--- config.mk ---
export PLATFORM = sky130hd
export DESIGN_NAME = pfl_bank
export DESIGN_NICKNAME = d
export VERILOG_FILES = /design/src/design/pfl_bank.v
export VERILOG_INCLUDE_DIRS = /design/src /design/src/inc
export SDC_FILE = /design/constraint.sdc
export NUM_CORES = 2
export LEC_CHECK = 0
export BUFFER_PORTS_ARGS = -buffer_cell sky130_fd_sc_hd__buf_4
export CORE_MARGIN = 2
export CORE_UTILIZATION = 45
export DETAILED_ROUTE_END_ITERATION = 10
export HOLD_SLACK_MARGIN = 0.12
export PLACE_DENSITY = 0.64
export SYNTH_ARGS = -nofsm -noshare
export SYNTH_HDL_FRONTEND = slang
export SYNTH_SLANG_ARGS = --single-unit
--- constraint.sdc ---
create_clock -name sys_clk_i -period 115.3 [get_ports sys_clk_i]
set_input_delay 23.06 -clock sys_clk_i [delete_from_list [all_inputs] [get_ports sys_clk_i]]
set_output_delay 23.06 -clock sys_clk_i [all_outputs]
set_load 0.01 [all_outputs]
--- src/inc/pfl_defines.vh ---
/*
  Command codes, reset values and timing constants of the paged
  fault and limit command bank.
  Assumes a 20 MHz core clock and a management bus front end that
  decodes the command code and the page selection.
*/
`ifndef PFL_DEFINES_VH
`define PFL_DEFINES_VH

`define PFL_CLK_NS 50
`define PFL_UV_DLY_NS 5000

`define PFL_C_GAIN 8'h38
`define PFL_C_OFFS 8'h39
`define PFL_C_VOOV_F 8'h40
`define PFL_C_VOOV_A 8'h41
`define PFL_C_VOOV_W 8'h42
`define PFL_C_VOUV_W 8'h43
`define PFL_C_VOUV_F 8'h44
`define PFL_C_VOUV_A 8'h45
`define PFL_C_OOC_F 8'h46
`define PFL_C_OOC_A 8'h47
`define PFL_C_OOC_W 8'h4a
`define PFL_C_OT_F 8'h4f
`define PFL_C_OT_A 8'h50
`define PFL_C_OT_W 8'h51
`define PFL_C_INOV_F 8'h55
`define PFL_C_INOV_A 8'h56
`define PFL_C_INOV_W 8'h57
`define PFL_C_INUV_W 8'h58
`define PFL_C_INUV_F 8'h59
`define PFL_C_INUV_A 8'h5a
`define PFL_C_IOC_F 8'h5b
`define PFL_C_IOC_A 8'h5c
`define PFL_C_IOC_W 8'h5d
`define PFL_C_ON_DLY 8'h60
`define PFL_C_ON_RMP 8'h61
`define PFL_C_ON_MAX 8'h62
`define PFL_C_ON_MAX_A 8'h63
`define PFL_C_OFF_DLY 8'h64
`define PFL_C_OFF_RMP 8'h65
`define PFL_C_PWR_W 8'h6b
`define PFL_C_STS_BYTE 8'h78
`define PFL_C_STS_WORD 8'h79
`define PFL_C_STS_VOUT 8'h7a

`define PFL_R_GAIN 16'hca80
`define PFL_R_OFFS_A 16'he801
`define PFL_R_OFFS_B 16'he800
`define PFL_R_VOOV_F_A 16'h044a
`define PFL_R_VOOV_F_B 16'h04c5
`define PFL_R_VOOV_W_A 16'h0429
`define PFL_R_VOOV_W_B 16'h04a4
`define PFL_R_VOUV_W_A 16'h02d1
`define PFL_R_VOUV_W_B 16'h034c
`define PFL_R_VOUV_F_A 16'h02c0
`define PFL_R_VOUV_F_B 16'h033b
`define PFL_R_OOC_F_A 16'h10e0
`define PFL_R_OOC_F_B 16'h0050
`define PFL_R_OOC_W_A 16'h01b8
`define PFL_R_OOC_W_B 16'h003c
`define PFL_R_ACT_LATCH 16'h0080
`define PFL_R_ACT_DELAY 16'h0040
`define PFL_R_ACT_OC 16'h00c0
`define PFL_R_OT_F 16'h0078
`define PFL_R_OT_W 16'h006e
`define PFL_R_INOV_F 16'h000f
`define PFL_R_INOV_W 16'h000e
`define PFL_R_INUV_W 16'hf022
`define PFL_R_INUV_F 16'hf020
`define PFL_R_IOC_F 16'h0034
`define PFL_R_IOC_W 16'h002c
`define PFL_R_TDLY 16'hf800
`define PFL_R_RAMP 16'hf006
`define PFL_R_ON_MAX 16'hf008
`define PFL_R_PWR_W 16'h0928

`endif

--- src/design/pfl_bank.v ---
/*
  Paged fault and limit command bank for a two channel controller.
  Holds per channel limits, fault actions and ramp settings, latches
  channels off on faults and reports summary and output status.
  Assumes the command port and channel enables come from logic on
  sys_clk_i, while the fault comparator flags arrive asynchronously.
*/
`timescale 1ns/1ps
`include "pfl_defines.vh"

module pfl_bank (
  input  wire        sys_clk_i,
  input  wire        rst_i,
  input  wire        cmd_vld_i,
  input  wire        cmd_wr_i,
  input  wire [7:0]  cmd_code_i,
  input  wire [15:0] cmd_wdata_i,
  input  wire        page_i,
  input  wire [1:0]  chan_en_i,
  input  wire [17:0] chan_flt_i,
  input  wire [6:0]  in_flt_i,
  output reg  [15:0] rsp_data_o,
  output reg         rsp_vld_o,
  output reg         cmd_err_o,
  output wire [1:0]  chan_off_o
);

  // The undervoltage delay is rounded up to whole clock cycles.
  localparam integer UV_DLY_CYC =
    (`PFL_UV_DLY_NS + `PFL_CLK_NS - 1) / `PFL_CLK_NS;
  localparam integer UV_LAST = UV_DLY_CYC - 1;

  // Map result: {known, common to both pages, byte wide, index}.
  function [7:0] cmd_map;
    input [7:0] code;
    begin
      case (code)
        `PFL_C_GAIN:     cmd_map = {3'b100, 5'd0};
        `PFL_C_OFFS:     cmd_map = {3'b100, 5'd1};
        `PFL_C_VOOV_F:   cmd_map = {3'b100, 5'd2};
        `PFL_C_VOOV_A:   cmd_map = {3'b101, 5'd3};
        `PFL_C_VOOV_W:   cmd_map = {3'b100, 5'd4};
        `PFL_C_VOUV_W:   cmd_map = {3'b100, 5'd5};
        `PFL_C_VOUV_F:   cmd_map = {3'b100, 5'd6};
        `PFL_C_VOUV_A:   cmd_map = {3'b101, 5'd7};
        `PFL_C_OOC_F:    cmd_map = {3'b100, 5'd8};
        `PFL_C_OOC_A:    cmd_map = {3'b101, 5'd9};
        `PFL_C_OOC_W:    cmd_map = {3'b100, 5'd10};
        `PFL_C_OT_F:     cmd_map = {3'b100, 5'd11};
        `PFL_C_OT_A:     cmd_map = {3'b101, 5'd12};
        `PFL_C_OT_W:     cmd_map = {3'b100, 5'd13};
        `PFL_C_INOV_F:   cmd_map = {3'b110, 5'd14};
        `PFL_C_INOV_A:   cmd_map = {3'b111, 5'd15};
        `PFL_C_INOV_W:   cmd_map = {3'b110, 5'd16};
        `PFL_C_INUV_W:   cmd_map = {3'b110, 5'd17};
        `PFL_C_INUV_F:   cmd_map = {3'b110, 5'd18};
        `PFL_C_INUV_A:   cmd_map = {3'b111, 5'd19};
        `PFL_C_IOC_F:    cmd_map = {3'b110, 5'd20};
        `PFL_C_IOC_A:    cmd_map = {3'b111, 5'd21};
        `PFL_C_IOC_W:    cmd_map = {3'b110, 5'd22};
        `PFL_C_ON_DLY:   cmd_map = {3'b100, 5'd23};
        `PFL_C_ON_RMP:   cmd_map = {3'b100, 5'd24};
        `PFL_C_ON_MAX:   cmd_map = {3'b100, 5'd25};
        `PFL_C_ON_MAX_A: cmd_map = {3'b101, 5'd26};
        `PFL_C_OFF_DLY:  cmd_map = {3'b100, 5'd27};
        `PFL_C_OFF_RMP:  cmd_map = {3'b100, 5'd28};
        `PFL_C_PWR_W:    cmd_map = {3'b110, 5'd29};
        default:         cmd_map = 8'h00;
      endcase
    end
  endfunction

  // Reset contents; bit 5 of the slot selects channel B.
  function [15:0] rst_val;
    input [5:0] slot;
    begin
      case (slot[4:0])
        5'd0:  rst_val = `PFL_R_GAIN;
        5'd1:  rst_val = slot[5] ? `PFL_R_OFFS_B : `PFL_R_OFFS_A;
        5'd2:  rst_val = slot[5] ? `PFL_R_VOOV_F_B : `PFL_R_VOOV_F_A;
        5'd3:  rst_val = `PFL_R_ACT_LATCH;
        5'd4:  rst_val = slot[5] ? `PFL_R_VOOV_W_B : `PFL_R_VOOV_W_A;
        5'd5:  rst_val = slot[5] ? `PFL_R_VOUV_W_B : `PFL_R_VOUV_W_A;
        5'd6:  rst_val = slot[5] ? `PFL_R_VOUV_F_B : `PFL_R_VOUV_F_A;
        5'd7:  rst_val = `PFL_R_ACT_DELAY;
        5'd8:  rst_val = slot[5] ? `PFL_R_OOC_F_B : `PFL_R_OOC_F_A;
        5'd9:  rst_val = `PFL_R_ACT_OC;
        5'd10: rst_val = slot[5] ? `PFL_R_OOC_W_B : `PFL_R_OOC_W_A;
        5'd11: rst_val = `PFL_R_OT_F;
        5'd12: rst_val = `PFL_R_ACT_LATCH;
        5'd13: rst_val = `PFL_R_OT_W;
        5'd14: rst_val = `PFL_R_INOV_F;
        5'd15: rst_val = `PFL_R_ACT_LATCH;
        5'd16: rst_val = `PFL_R_INOV_W;
        5'd17: rst_val = `PFL_R_INUV_W;
        5'd18: rst_val = `PFL_R_INUV_F;
        5'd19: rst_val = `PFL_R_ACT_LATCH;
        5'd20: rst_val = `PFL_R_IOC_F;
        5'd21: rst_val = `PFL_R_ACT_OC;
        5'd22: rst_val = `PFL_R_IOC_W;
        5'd23: rst_val = `PFL_R_TDLY;
        5'd24: rst_val = `PFL_R_RAMP;
        5'd25: rst_val = `PFL_R_ON_MAX;
        5'd26: rst_val = `PFL_R_ACT_LATCH;
        5'd27: rst_val = `PFL_R_TDLY;
        5'd28: rst_val = `PFL_R_RAMP;
        5'd29: rst_val = `PFL_R_PWR_W;
        default: rst_val = 16'h0000;
      endcase
    end
  endfunction

  reg  [15:0] cfg_ff [0:63];
  reg  [24:0] sync1_ff;
  reg  [24:0] sync2_ff;
  reg  [6:0]  in_sts_ff;
  wire [8:0]  ch_sts   [0:1];
  wire [1:0]  ch_off;
  wire [7:0]  map;
  wire        known;
  wire        common;
  wire        byte_w;
  wire        ch_sel;
  wire [5:0]  slot;
  wire        is_byte;
  wire        is_word;
  wire        is_vout;
  wire        wr_cfg;
  wire        wr_word;
  wire        wr_vout;
  wire [6:0]  in_flt;
  wire [2:0]  in_trip;
  wire [8:0]  sel_sts;
  wire        sel_off;
  wire [7:0]  sts_byte;
  wire [7:0]  sts_hi;
  wire [7:0]  sts_vout;
  reg  [15:0] nxt_rdata;
  reg         nxt_err;
  integer     i;

  assign map     = cmd_map(cmd_code_i);
  assign known   = map[7];
  assign common  = map[6];
  assign byte_w  = map[5];
  assign ch_sel  = common ? 1'b0 : page_i;
  assign slot    = {ch_sel, map[4:0]};
  assign is_byte = cmd_code_i == `PFL_C_STS_BYTE;
  assign is_word = cmd_code_i == `PFL_C_STS_WORD;
  assign is_vout = cmd_code_i == `PFL_C_STS_VOUT;
  assign wr_cfg  = cmd_vld_i & cmd_wr_i & known;
  assign wr_word = cmd_vld_i & cmd_wr_i & is_word;
  assign wr_vout = cmd_vld_i & cmd_wr_i & is_vout;
  assign in_flt  = sync2_ff[24:18];

  // The comparators run on their own timing, so every flag is
  // resynchronised before any decision is taken on it.
  always @(posedge sys_clk_i or posedge rst_i) begin
    if (rst_i) begin
      sync1_ff <= 25'h0000000;
      sync2_ff <= 25'h0000000;
    end else begin
      sync1_ff <= {in_flt_i, chan_flt_i};
      sync2_ff <= sync1_ff;
    end
  end

  // Input side commands keep a single copy, so their page bit is
  // forced low. Byte wide commands keep only the low write byte.
  // Ramp and delay settings are stored only; this bank does not act.
  always @(posedge sys_clk_i or posedge rst_i) begin
    if (rst_i) begin
      for (i = 0; i < 64; i = i + 1) begin
        cfg_ff[i] <= rst_val(i[5:0]);
      end
    end else if (wr_cfg) begin
      cfg_ff[slot] <= byte_w ? {8'h00, cmd_wdata_i[7:0]} : cmd_wdata_i;
    end
  end

  // Input side faults are shared, so they trip both channels.
  assign in_trip[0] = in_flt[0] & (cfg_ff[15][7:6] != 2'b00);
  assign in_trip[1] = in_flt[3] & (cfg_ff[19][7:6] != 2'b00);
  assign in_trip[2] = in_flt[4] & (cfg_ff[21][7:6] != 2'b00);

  // Input status is sticky; an event in the clearing cycle survives.
  always @(posedge sys_clk_i or posedge rst_i) begin
    if (rst_i) begin
      in_sts_ff <= 7'h00;
    end else begin
      in_sts_ff <= (wr_word ? 7'h00 : in_sts_ff) | in_flt;
    end
  end

  genvar g;
  generate
    for (g = 0; g < 2; g = g + 1) begin : gen_ch
      // Each channel keeps its own status, delay count and latch.
      wire [8:0] flt;
      wire       uv_act_dly;
      wire       uv_act_now;
      wire       trip;
      wire       clr;
      reg  [8:0] sts_ff;
      reg  [6:0] dly_ff;
      reg        lat_ff;

      assign flt = sync2_ff[9*g +: 9];
      assign uv_act_dly = cfg_ff[g*32+7][7:6] == 2'b01;
      assign uv_act_now = cfg_ff[g*32+7][7];
      assign clr = (wr_word & (page_i == g)) | ~chan_en_i[g];
      // An action field of 00 ignores the fault; 01 delays only the
      // undervoltage trip, and any other code trips at once.
      assign trip =
        (flt[0] & (cfg_ff[g*32+3][7:6] != 2'b00)) |
        (flt[3] & uv_act_now) |
        (flt[3] & uv_act_dly & (dly_ff == UV_LAST[6:0])) |
        (flt[4] & (cfg_ff[g*32+9][7:6] != 2'b00)) |
        (flt[6] & (cfg_ff[g*32+12][7:6] != 2'b00)) |
        (flt[8] & (cfg_ff[g*32+26][7:6] != 2'b00)) |
        (|in_trip);

      // The delay only runs while the undervoltage persists.
      always @(posedge sys_clk_i or posedge rst_i) begin
        if (rst_i) begin
          dly_ff <= 7'h00;
        end else if (flt[3] & uv_act_dly & ~lat_ff) begin
          if (dly_ff != UV_LAST[6:0]) begin
            dly_ff <= dly_ff + 7'h01;
          end
        end else begin
          dly_ff <= 7'h00;
        end
      end

      // No automatic restart: only a status word write or a dropped enable releases the latch.
      // Set wins over a status word clear, so a fault in that clearing cycle latches; a dropped enable always clears.
      always @(posedge sys_clk_i or posedge rst_i) begin
        if (rst_i) begin
          lat_ff <= 1'b0;
        end else if (trip & chan_en_i[g]) begin
          lat_ff <= 1'b1;
        end else if (clr) begin
          lat_ff <= 1'b0;
        end
      end

      // Status is sticky; a fault present in the clearing cycle stays
      // set, so the host never loses an event that raced its clear.
      always @(posedge sys_clk_i or posedge rst_i) begin
        if (rst_i) begin
          sts_ff <= 9'h000;
        end else begin
          if (wr_word & (page_i == g)) begin
            sts_ff <= flt;
          end else if (wr_vout & (page_i == g)) begin
            sts_ff <= (sts_ff & 9'h0f0) | flt;
          end else begin
            sts_ff <= sts_ff | flt;
          end
        end
      end

      assign ch_sts[g] = sts_ff;
      assign ch_off[g] = lat_ff;
    end
  endgenerate

  assign chan_off_o = ch_off;

  // Status views; the summary byte is the low half of the word.
  // A channel that is not enabled reports off, whatever its latch holds.
  assign sel_sts  = ch_sts[page_i];
  assign sel_off  = ch_off[page_i] | ~chan_en_i[page_i];
  assign sts_byte = {1'b0,
                     sel_off,
                     sel_sts[0],
                     sel_sts[4],
                     in_sts_ff[3],
                     sel_sts[6] | sel_sts[7],
                     1'b0,
                     1'b0};
  assign sts_hi   = {|sel_sts[3:0] | sel_sts[8],
                     sel_sts[5] | sel_sts[4],
                     |in_sts_ff[5:0],
                     1'b0,
                     sel_off,
                     3'b000};
  assign sts_vout = {sel_sts[0],
                     sel_sts[1],
                     sel_sts[2],
                     sel_sts[3],
                     1'b0,
                     sel_sts[8],
                     2'b00};

  // Unknown codes and writes to the summary byte are refused, and a
  // refused read answers zero so no stale word reaches the host.
  always @* begin
    nxt_rdata = 16'h0000;
    nxt_err = 1'b0;
    if (known) begin
      nxt_rdata = cfg_ff[slot];
    end else if (is_byte) begin
      nxt_rdata = {8'h00, sts_byte};
      nxt_err = cmd_wr_i;
    end else if (is_word) begin
      nxt_rdata = {sts_hi, sts_byte};
    end else if (is_vout) begin
      nxt_rdata = {8'h00, sts_vout};
    end else begin
      nxt_err = 1'b1;
    end
  end

  // Answers are registered so the front end sees them one cycle on.
  always @(posedge sys_clk_i or posedge rst_i) begin
    if (rst_i) begin
      rsp_data_o <= 16'h0000;
      rsp_vld_o <= 1'b0;
      cmd_err_o <= 1'b0;
    end else begin
      rsp_vld_o <= cmd_vld_i & ~cmd_wr_i & ~nxt_err;
      cmd_err_o <= cmd_vld_i & nxt_err;
      if (cmd_vld_i & ~cmd_wr_i) begin
        rsp_data_o <= nxt_err ? 16'h0000 : nxt_rdata;
      end
    end
  end

endmodule

==> metrics.cfg <==
[yosys]
synth-seq-area-share=0.573
yosysTopAreaCellShare=0.458
synthTopCellsByArea=dfrtp_1 46%, dfstp_2 12%, mux2_2 11%, nand2_1 6.5%, o21ai_0 6.3%
synth_nets=4732
synth_edf_count=0
ys_ff_latch=1130
ys.flop_type=dfrtp_1
syn-cell-area_um2=49800
ys_async_sr_fraction=1.00
avgSynthCellArea_um2=10.7
yosysUniqueCellTypes=87
synth_top_area_cell=dfrtp_1
post_synth_inst_count=4666
yosys_warnings=0

[layout]
nets=4621
drive_above_1_share=0.252
final_util=0.506
area_growth_syn_to_layout_pct=11.9

[run]
cap_violations=0

[detailed_routing]
antenna_left=0
drc=0
via_per_inst=6.26
dr_wl_met2_um=75700
wl_met1_um=71000
vias=38500
routed_wl_um=174000
wl_met3_um=17500
dr.max_layer_used=met5
wl_per_cell_um=28.4
drtPass1Iterations=6
drtIter0Drc=4268

[timing]
rsz0062_at_grt=false
fin_crit_sh=0.247
relSlewSlack=0.0984
setup_viol=0
min_period_ns=28.47
hold_viol=0
tightest_slew_ns=1.35
fin_skew_ns=0.0402
final_max_slew_viol_count=0
tns_ns=0
finalHoldWorstSlack_ns=0.342
fmax_ghz=0.0351

[setup_path]
cp_max_fo=41
cp_data_required_time_ns=115.91
path_class=in2reg
arrival_ns=29.08
startpoint_type=input pin
end_kind=flop

[global_routing]
overflow=0
grt_antenna_before_repair=10
grt_max_degree=158
grt_pass1_wl_um=254000
grt_use_total=0.306
grt_pass1_vias=37200

[floorplanning]
initial_core_util=0.452
die_h_um=337
rows=122
die_w_um=337
coreArea_um2=110000
dieArea_um2=113000
ioPinCount=76

[clock_tree]
clock_latency_ns=0.72
postCtsSetupBuffers=0
ctsHtreeMaxLevel=3
cts_tree=done
clock_path_buffers=3
cts.sinks=1130
cts_root_buf=clkbuf_16
cts.repair.resized=0
cts_buffers=114
cts.clk_slew.worst_paths_ns=0.06
cts_hold_buf=0

[outcome]
outcome=complete, no violations

[power]
vdd_drop_max_mv=0.0134
p_leak_nw=24.8
pwr_density_cell_nw_per_um2=15.7

[place]
hpwl_um=101000
gp_congestion=0.923
place.port_buffers=74

[hold_path]
hold_class=reg2reg

metrics by stage:
| step | area [um2] | instances | total power [W] | setup WS (ns) |
|---|---|---|---|---|
| final | 55700 | 6146 | 0.000876 | 86.83 |
| after global routing | 55700 | 6143 | 0.000899 | 86.97 |
| after CTS | 55700 | 6143 | 0.000876 | 87.20 |
| after detailed placement | 51700 | 5927 | 0.000481 | 86.50 |
| after global placement | 51700 | 5927 | 0.000480 | 86.50 |
| after floorplan | 49800 | 4666 | 0.000451 | 60.78 |
worst max-delay path, stage by stage:
cell	delay, ns
buf_4	0.14
inv_1	0.12
ha_1	0.32
inv_1	0.06
a2111oi_2	0.61
o311a_4	0.68
buf_4	0.72
buf_4	0.62
nand4_1	0.27
buf_4	0.48
o22ai_1	0.30
or3_1	0.15
o31ai_1	0.07
a21oi_1	0.63
a21oi_1	0.38
a31o_2	0.35
logic make-up (layout without fill, tap and decap cells):
kind of cell	Yosys count	after routing	synth area share
xor gates and xnor gates	11	11	0.00193
buffers and inverters	413	402	0.0343
DFF	1130	1130	0.573
other	0	3	0
adders and majority gates	10	10	0.00251
muxes	553	553	0.127
AOI/OAI and AO/OA	1261	1261	0.155
and+or+nand+nor	1288	1288	0.107
cell usage in the layout, fill, tap and decap left out, types with 23 or more instances in the layout:
master     count
clkbuf_8      34
mux2_2       492
o22ai_1      160
a21o_1        27
nand3_1       66
o221ai_1      88
dfstp_2      219
dfrtp_1      911
o21ai_0      630
buf_4        169
mux2_4        28
clkbuf_16    117
a31oi_1       44
nor3_1        76
mux2i_1       28
a21oi_1       90
nor2_1       192
clkbuf_1      23
nand2_1      859
cell usage after synthesis (9+ instances only):
cell type / count
nand3_1: 68
o22a_1: 14
o2111ai_1: 13
mux2_2: 492
o21ai_1: 16
dfstp_2: 219
o2bb2ai_1: 9
a21oi_1: 90
nor2b_1: 9
inv_1: 13
mux2i_1: 28
nand2_1: 864
o22ai_1: 160
and3_1: 12
dfrtp_1: 911
nand2b_1: 12
ha_1: 10
o21ai_0: 631
buf_4: 11
nor2_1: 196
nor3_1: 76
o221ai_1: 89
buf_2: 62
a22oi_1: 16
o31ai_1: 14
mux2_4: 28
a211oi_1: 22
a21o_1: 28
o211ai_1: 17
a31oi_1: 44
buf_1: 45
a22o_1: 10
clkbuf_1: 277
area by class of cell:
type                            count  area (um2)
Sequential cell                  1130       28600
Clock buffer                      174        3480
Antenna cell                        3        7.51
Inverter                           13        56.3
Multi-Input combinational cell   3123       19800
Clock inverter                     42         579
Timing Repair Buffer              173        1350
Fill cell                        9975       54500
Tap cell                         1488        1860
power by group:
group / internal (W) / switching, W / leakage, nW / total (W)
sequential: 0.000404 / 0.00000361 / 14.7 / 0.000407
combinational: 0.0000166 / 0.0000522 / 8.10 / 0.0000688
clock: 0.000239 / 0.000162 / 2.01 / 0.000400
total: 0.000659 / 0.000217 / 24.8 / 0.000876
worst paths after layout:
path | from | endpoint | slack (ns) | cells after the start
setup / recovery | cmd_code_i[1] | rsp_data_o[7] | 86.83 | 16
hold / removal | sync1_ff[2] | sync2_ff[2] | 0.34 | 0
setup reg to reg | cfg_ff[947] | rsp_data_o[3] | 112.73 | 7
hold reg to reg | sync1_ff[2] | sync2_ff[2] | 0.34 | 0
max in group asynchronous | rst_i | cfg_ff[744] | 89.38 | 5
min in group asynchronous | rst_i | cfg_ff[67] | 22.56 | 2
metal layers:
metal | vias to the layer above | GRT usage
met5 | - | 0
met4 | 10 | 0.150
met3 | 483 | 0.0779
met2 | 1923 | 0.457
met1 | 19700 | 0.417
li1 | 16300 | -
flip-flops by register name, indices dropped and copies added, names as in the netlist:
name           cells
in_sts_ff          6
rsp_data_o        16
gen_ch.sts_ff     18
gen_ch.lat_ff      2
sync1_ff          24
cfg_ff          1024
sync2_ff          24
gen_ch.dly_ff     14
rsp_vld_o          1
cmd_err_o          1
Power figures use the tool's default switching activity.
